<file path="src/hdl/pchcm_consts.svh">
`ifndef PCHCM_CONSTS_SVH
`define PCHCM_CONSTS_SVH

// register byte offsets
`define PCHCM_OFS_MODE 4'h0
`define PCHCM_OFS_FACTORS 4'h4
`define PCHCM_OFS_CTRL 4'h8
`define PCHCM_OFS_RATIO 4'hc

// hard reset word field holding the upper mode nibble
`define PCHCM_RSTWORD_NIBBLE_LSB 28
`define PCHCM_RSTWORD_NIBBLE_MSB 31

// control register layout and reset value
`define PCHCM_CTRL_DIV_LSB 0
`define PCHCM_CTRL_DIV_MSB 3
`define PCHCM_CTRL_RESET 4'h3

// mode register layout
`define PCHCM_MODE_CODE_LSB 0
`define PCHCM_MODE_CODE_MSB 6
`define PCHCM_MODE_RSVD_BIT 8
`define PCHCM_MODE_VALID_BIT 9
`define PCHCM_MODE_RANGE_BIT 10

// factors register layout, all factors in half steps
`define PCHCM_FAC_COMMS_LSB 0
`define PCHCM_FAC_CORE_LSB 8
`define PCHCM_FAC_PCI_LSB 16

// ratio register layout
`define PCHCM_RATIO_BAD_BIT 8

// fixed ratios for the lower pci range, in half steps
`define PCHCM_LOW_DF_3 4'h3
`define PCHCM_LOW_DF_5 4'h5
`define PCHCM_LOW_DF_7 4'h7
`define PCHCM_LOW_DF_9 4'h9
`define PCHCM_LOW_DF_B 4'hb
`define PCHCM_LOW_X2_3 5'h08
`define PCHCM_LOW_X2_5 5'h0c
`define PCHCM_LOW_X2_7 5'h10
`define PCHCM_LOW_X2_9 5'h0a
`define PCHCM_LOW_X2_B 5'h0c

`endif

</file>
<file path="src/hdl/pchcm_pkg.sv">
`default_nettype none
package pchcm_pkg;

  // factor in half steps: 5 means 2.5
  typedef logic [4:0] pchcm_half_t;

  typedef struct packed {
    logic reserved;
    pchcm_half_t comms_x2;
    pchcm_half_t core_x2;
    pchcm_half_t pci_div_x2;
  } pchcm_factors_t;

  typedef struct packed {
    logic ratio_bad;
    pchcm_half_t comms_pci_x2;
  } pchcm_ratio_t;

  typedef enum logic [0:0] {
    PCHCM_ST_WAIT = 1'b0,
    PCHCM_ST_LOCKED = 1'b1
  } pchcm_state_t;

endpackage
`default_nettype wire

</file>
<file path="src/hdl/pchcm_mode_lut.sv">
`include "pchcm_consts.svh"
`default_nettype none
module pchcm_mode_lut
  import pchcm_pkg::*;
(
  input wire logic [6:0] mode_code,
  output pchcm_factors_t factors
);

  function automatic pchcm_factors_t fac(input logic rsv, input logic [4:0] c,
                                         input logic [4:0] k, input logic [4:0] p);
    fac.reserved = rsv;
    fac.comms_x2 = c;
    fac.core_x2 = k;
    fac.pci_div_x2 = p;
  endfunction

  // modes absent from the table are flagged reserved with zero factors
  always_comb
  begin
    case (mode_code)
      7'h5c: factors = fac(1'b0, 5'h05, 5'h08, 5'h08);
      7'h5d: factors = fac(1'b0, 5'h05, 5'h09, 5'h08);
      7'h68: factors = fac(1'b0, 5'h05, 5'h06, 5'h0a);
      7'h69: factors = fac(1'b0, 5'h05, 5'h07, 5'h0a);
      7'h6a: factors = fac(1'b0, 5'h05, 5'h08, 5'h0a);
      7'h6b: factors = fac(1'b0, 5'h05, 5'h09, 5'h0a);
      7'h6c: factors = fac(1'b0, 5'h05, 5'h0a, 5'h0a);
      7'h6d: factors = fac(1'b0, 5'h04, 5'h06, 5'h0a);
      7'h6e: factors = fac(1'b0, 5'h04, 5'h08, 5'h0a);
      7'h70: factors = fac(1'b0, 5'h06, 5'h07, 5'h0c);
      7'h71: factors = fac(1'b0, 5'h06, 5'h08, 5'h0c);
      7'h72: factors = fac(1'b0, 5'h06, 5'h09, 5'h0c);
      7'h73: factors = fac(1'b0, 5'h06, 5'h0a, 5'h0c);
      7'h74: factors = fac(1'b0, 5'h06, 5'h0b, 5'h0c);
      default: factors = fac(1'b1, 5'h00, 5'h00, 5'h00);
    endcase
  end

endmodule
`default_nettype wire

</file>
<file path="src/hdl/pchcm_top.sv">
// The register offsets and the Avalon-MM register port were chosen for this implementation.
`include "pchcm_consts.svh"
`default_nettype none
module pchcm_top
  import pchcm_pkg::*;
(
  input wire logic clk,
  input wire logic rstn,
  input wire logic [31:0] hard_reset_word,
  input wire logic [2:0] mode_code_config_pins,
  input wire logic pci_range_select,
  input wire logic [3:0] avs_address,
  input wire logic avs_read,
  input wire logic avs_write,
  input wire logic [31:0] avs_writedata,
  input wire logic [3:0] avs_byteenable,
  output logic [31:0] avs_readdata,
  output logic avs_waitrequest,
  output logic cfg_valid,
  output logic mode_reserved,
  output logic [4:0] comms_mult_x2,
  output logic [4:0] core_pll_mult_x2,
  output logic [4:0] pci_div_x2,
  output logic [4:0] comms_pci_ratio_x2,
  output logic comms_pci_ratio_bad
);

  pchcm_state_t state;
  pchcm_state_t next_state;
  logic [6:0] mode_code;
  logic [6:0] next_mode_code;
  logic range_sel;
  logic next_range_sel;
  logic [3:0] pci_divide_field;
  logic [3:0] next_pci_divide_field;
  pchcm_factors_t lut_factors;
  pchcm_factors_t factors;
  pchcm_factors_t next_factors;
  pchcm_ratio_t ratio;
  pchcm_ratio_t next_ratio;
  logic ack;
  logic next_ack;
  logic [31:0] next_readdata;

  // comms-to-pci ratio in half steps from range and divide field
  function automatic pchcm_ratio_t pci_ratio(input logic rng, input logic [3:0] df);
    pci_ratio.ratio_bad = 1'b0;
    pci_ratio.comms_pci_x2 = 5'h00;
    if (!rng)
    begin
      pci_ratio.comms_pci_x2 = {1'b0, df} + 5'h01;
    end
    else
    begin
      case (df)
        `PCHCM_LOW_DF_3: pci_ratio.comms_pci_x2 = `PCHCM_LOW_X2_3;
        `PCHCM_LOW_DF_5: pci_ratio.comms_pci_x2 = `PCHCM_LOW_X2_5;
        `PCHCM_LOW_DF_7: pci_ratio.comms_pci_x2 = `PCHCM_LOW_X2_7;
        `PCHCM_LOW_DF_9: pci_ratio.comms_pci_x2 = `PCHCM_LOW_X2_9;
        `PCHCM_LOW_DF_B: pci_ratio.comms_pci_x2 = `PCHCM_LOW_X2_B;
        default: pci_ratio.ratio_bad = 1'b1;
      endcase
    end
  endfunction

  pchcm_mode_lut u_lut (
    .mode_code(mode_code),
    .factors(lut_factors)
  );

  // mode straps caught once, on the first edge after reset release
  always_comb
  begin
    next_state = state;
    next_mode_code = mode_code;
    next_range_sel = range_sel;
    case (state)
      PCHCM_ST_WAIT:
      begin
        next_mode_code = {hard_reset_word[`PCHCM_RSTWORD_NIBBLE_MSB:`PCHCM_RSTWORD_NIBBLE_LSB],
                          mode_code_config_pins};
        next_range_sel = pci_range_select;
        next_state = PCHCM_ST_LOCKED;
      end
      PCHCM_ST_LOCKED:
      begin
        next_state = PCHCM_ST_LOCKED;
      end
      default:
      begin
        next_state = PCHCM_ST_WAIT;
      end
    endcase
  end

  always_ff @(posedge clk)
  begin
    if (!rstn)
    begin
      state <= PCHCM_ST_WAIT;
      mode_code <= 7'h00;
      range_sel <= 1'b0;
    end
    else
    begin
      state <= next_state;
      mode_code <= next_mode_code;
      range_sel <= next_range_sel;
    end
  end

  // factors stay zero until the straps are caught
  always_comb
  begin
    next_factors = '0;
    if (state == PCHCM_ST_LOCKED)
    begin
      next_factors = lut_factors;
    end
    next_ratio = pci_ratio(range_sel, pci_divide_field);
  end

  always_ff @(posedge clk)
  begin
    if (!rstn)
    begin
      factors <= '0;
      ratio <= '0;
    end
    else
    begin
      factors <= next_factors;
      ratio <= next_ratio;
    end
  end

  // one wait cycle per access keeps read data on a flop
  always_comb
  begin
    next_ack = 1'b0;
    next_readdata = avs_readdata;
    next_pci_divide_field = pci_divide_field;
    if ((avs_read || avs_write) && !ack)
    begin
      next_ack = 1'b1;
      if (avs_read)
      begin
        next_readdata = 32'h0000_0000;
        case (avs_address)
          `PCHCM_OFS_MODE:
          begin
            next_readdata[`PCHCM_MODE_CODE_MSB:`PCHCM_MODE_CODE_LSB] = mode_code;
            next_readdata[`PCHCM_MODE_RSVD_BIT] = factors.reserved;
            next_readdata[`PCHCM_MODE_VALID_BIT] = (state == PCHCM_ST_LOCKED);
            next_readdata[`PCHCM_MODE_RANGE_BIT] = range_sel;
          end
          `PCHCM_OFS_FACTORS:
          begin
            next_readdata[`PCHCM_FAC_COMMS_LSB +: 5] = factors.comms_x2;
            next_readdata[`PCHCM_FAC_CORE_LSB +: 5] = factors.core_x2;
            next_readdata[`PCHCM_FAC_PCI_LSB +: 5] = factors.pci_div_x2;
          end
          `PCHCM_OFS_CTRL:
          begin
            next_readdata[`PCHCM_CTRL_DIV_MSB:`PCHCM_CTRL_DIV_LSB] = pci_divide_field;
          end
          `PCHCM_OFS_RATIO:
          begin
            next_readdata[4:0] = ratio.comms_pci_x2;
            next_readdata[`PCHCM_RATIO_BAD_BIT] = ratio.ratio_bad;
          end
          default:
          begin
            next_readdata = 32'h0000_0000;
          end
        endcase
      end
      else if (avs_address == `PCHCM_OFS_CTRL && avs_byteenable[0])
      begin
        next_pci_divide_field = avs_writedata[`PCHCM_CTRL_DIV_MSB:`PCHCM_CTRL_DIV_LSB];
      end
    end
  end

  always_ff @(posedge clk)
  begin
    if (!rstn)
    begin
      ack <= 1'b0;
      avs_readdata <= 32'h0000_0000;
      pci_divide_field <= `PCHCM_CTRL_RESET;
    end
    else
    begin
      ack <= next_ack;
      avs_readdata <= next_readdata;
      pci_divide_field <= next_pci_divide_field;
    end
  end

  assign avs_waitrequest = (avs_read || avs_write) && !ack;
  assign cfg_valid = (state == PCHCM_ST_LOCKED);
  assign mode_reserved = factors.reserved;
  assign comms_mult_x2 = factors.comms_x2;
  assign core_pll_mult_x2 = factors.core_x2;
  assign pci_div_x2 = factors.pci_div_x2;
  assign comms_pci_ratio_x2 = ratio.comms_pci_x2;
  assign comms_pci_ratio_bad = ratio.ratio_bad;

endmodule
`default_nettype wire

</file>
<file path="config.mk">
export PLATFORM = sky130hd
export DESIGN_NAME = pchcm_top
export DESIGN_NICKNAME = d
export VERILOG_FILES = /design/src/hdl/pchcm_pkg.sv /design/src/hdl/pchcm_mode_lut.sv /design/src/hdl/pchcm_top.sv
export VERILOG_INCLUDE_DIRS = /design/src /design/src/hdl
export SDC_FILE = /design/constraint.sdc
export NUM_CORES = 1
export LEC_CHECK = 0
export BUFFER_PORTS_ARGS = -buffer_cell sky130_fd_sc_hd__buf_2
export CORE_MARGIN = 2
export CORE_UTILIZATION = 35
export CTS_BUF_LIST = sky130_fd_sc_hd__clkbuf_8
export DETAILED_ROUTE_END_ITERATION = 16
export PLACE_DENSITY = 0.77
export REMOVE_ABC_BUFFERS = 1
export SYNTH_ARGS = -nofsm -noshare
export SYNTH_HDL_FRONTEND = slang
export SYNTH_SLANG_ARGS = --single-unit
</file>
<file path="constraint.sdc">
create_clock -name clk -period 2.07 [get_ports clk]
set_input_delay 0.621 -clock clk [delete_from_list [all_inputs] [get_ports clk]]
set_output_delay 0.621 -clock clk [all_outputs]
set_load 0.02 [all_outputs]
</file>
==> flow_summary.toml <==
[clock_tree]
cts_setup_buffers = 0
postCtsHoldBufs = 0
cts_tree = "yes"
cts-resized-gates = 0
htree_levels = 2
clock_path_buffers = 2
cts-root-buf = "clkbuf_8"
cts_made_buffers = 5
clk_pin_slew_ns = 0.08
insertion_delay_ns = 0.30
clock_sinks = 43

[pwr]
ir_drop_mv = 0.276
leakage_nw = 1.13
power_density_mw_per_mm2 = 682

[layout]
n_fill_cell = 597
n_antenna_cell = 0
syn2layout_area_growth_pct = 14.4
regArea_sq_um = 861
stdcell_area_sq_mm = 0.00250
final_util = 0.418
final_net_count = 365
multi_input_area_sq_mm = 0.00111
drive_above_1_share = 0.268

[yosys]
synth_compound_area_frac = 0.128
synthesis.area_per_instance_sq_um = 9.23
synthArstFlopShare = 0
synthCells = 237
ys_seq_elements = 43
synth-adder-area-share = 0.0114
synth_top_family_by_area = "simple AND/OR/NAND/NOR gates"
seq_area_frac_synth = 0.393
synthFlopType = "dfxtp_1"
ys_warn_count = 0
synth-edff-count = 0
synth_top_area_cell = "dfxtp_1"
yosysTopAreaCellShare = 0.393
yosys.area_share.simple = 0.228
syn_area_sq_mm = 0.00219
synthMuxAreaShare = 0.0949
synth_cell_types = 50
synth_xor_area_frac = 0.00800
synth.area.top_cells = "dfxtp_1, buf_4, nor2b_1, mux2i_1, a22oi_1"

[setup_path]
crit_slowest_cell = "buf_2"
crit_fanout = 4
startpoint_type = "input port"
path_class = "in2out"
crit_chain = "buf_2, nor2_1, nor2_1, buf_2"
required_ns = 1.45
max_stage_delay_ns = 0.18
worstSetupEndpointType = "primary output"
cp.arrival_ns = 1.08

[floorplan]
start_util = 0.365
ios = 136
core_area_sq_mm = 0.00599
die-area_sq_mm = 0.00690
die_w_um = 83.1
fp-row-count = 28
die_y_um = 83.1

[timing]
worstMarginPinSlew_ns = 0.535
slew-limit-headroom = 0.641
rsz0062_at_grt = "no"
fin_skew_ns = 0.00672
period_minus_slack_ns = 1.70
slew_violations = 0
hold_ws_ns = 0.466
fin_tns_setup_ns = 0
post-route-period-util = 0.821
setup_viol = 0
setup_slack_ns = 0.370
max_freq_mhz = 588
hold_viol_final = 0

[route]
dr_total_vias = 1739
wl_um = 4680
drc = 0
drt_iter0_drc = 162
wl_per_cell_um = 13.0
antenna_left = 0
drt-vias-per-instance = 4.84
firstDrtPassIters = 4

[global_route]
grt_pass1_vias = 1586
grt_pass1_wl_um = 7870
grt_usage = 0.138
grt_max_degree = 36
grt_antenna_before_repair = 0
grt.overflow.total = 0

[placement]
placed_area_sq_mm = 0.00239
post-dp-hpwl_um = 3550
routabilityCongestion = 0.797
place_ws_ns = 0.168
portBuffers = 53

[run]
cap_violations = 0

[worst_hold_path]
hp-class = "reg2reg"

[outcome]
outcome = "finished clean"
==> kinds of logic (layout without fill, tap and decap cells) <==
| kind of cell | Yosys count | after routing |
|---|---|---|
| compound gates | 39 | 39 |
| xor+xnor | 2 | 2 |
| fa+ha+maj | 2 | 2 |
| buf+inv | 46 | 71 |
| flops | 43 | 43 |
| mux | 18 | 18 |
| other cells | 1 | 23 |
| simple gates | 86 | 86 |
==> cell type report <==
type,instances,area share
Sequential cell,43,0.344
Multi-Input combinational cell,170,0.445
Clock buffer,5,0.0275
Clock inverter,3,0.0175
Timing Repair Buffer,58,0.121
Tap cell,75,0.0375
Inverter,5,0.00750
==> final timing paths <==
check,start,to,slack [ns],depth (start not counted)
worst min-delay path,avs_readdata[10],avs_readdata[10],0.47,2
worst max-delay path,avs_read,avs_waitrequest,0.37,4
worst max register to register,mode_code[2],mode_reserved,0.48,4
worst min register to register,avs_readdata[10],avs_readdata[10],0.47,2
==> Yosys cell counts, drive strengths merged (2+ instances only) <==
master	n
inv	5
nand3b	2
a21o	2
ha	2
a22oi	8
mux4	2
nand2	12
clkbuf	8
mux2i	14
nand4b	3
a21boi	3
nor2b	24
mux2	2
nor2	15
nand3	9
a32oi	2
a21oi	6
o21a	2
o21ai	7
and3	4
dfxtp	43
nor3	6
and2	2
nor3b	2
buf	33
==> cells in the final DEF, fill, tap and decap left out, types with 7 or more instances in the layout <==
master   instances
conb_1          23
a22oi_1          8
nor2b_1         24
mux2i_1         14
nand3_1          9
nor2_1          15
nand2_1         12
buf_2           53
o21ai_0          7
dfxtp_1         43
==> flip-flops by register name, summed over array words and instances (netlist names) <==
signal	flops
range_sel	1
mode_reserved	1
pci_divide_field	4
comms_pci_ratio_bad	1
mode_code	7
avs_readdata	14
core_pll_mult_x2	4
ack	1
comms_pci_ratio_x2	5
cfg_valid	1
comms_mult_x2	3
pci_div_x2	1
==> through the flow <==
| stage | power, mW | std cells |
|---|---|---|
| after floorplan | 1.00 | 218 |
| after global placement | 1.07 | 351 |
| after detailed placement | 1.08 | 351 |
| after CTS | 1.73 | 359 |
| after global routing | 1.78 | 359 |
| final | 1.71 | 359 |
==> worst max-delay path: cells and delay by family <==
| family | cells | cell delay, ns |
|---|---|---|
| simple gates | 2 | 0.15 |
| buf+inv | 2 | 0.30 |
==> routing by layer <==
layer | vias up | wire length (um) | GRT usage
li1 | 874 | - | -
met1 | 804 | 2170 | 0.182
met2 | 55 | 2160 | 0.216
met3 | 6 | 298 | 0.0467
met4 | 0 | 49 | 0.0402
met5 | - | 0 | 0
==> power breakdown <==
part	internal (mW)	switching (mW)	leakage [nW]
clock	0.359	0.289	0.0581
sequential	0.844	0.0271	0.350
combinational	0.0692	0.119	0.719
total	1.27	0.435	1.13
No activity file was read; power rests on OpenSTA's default activity.
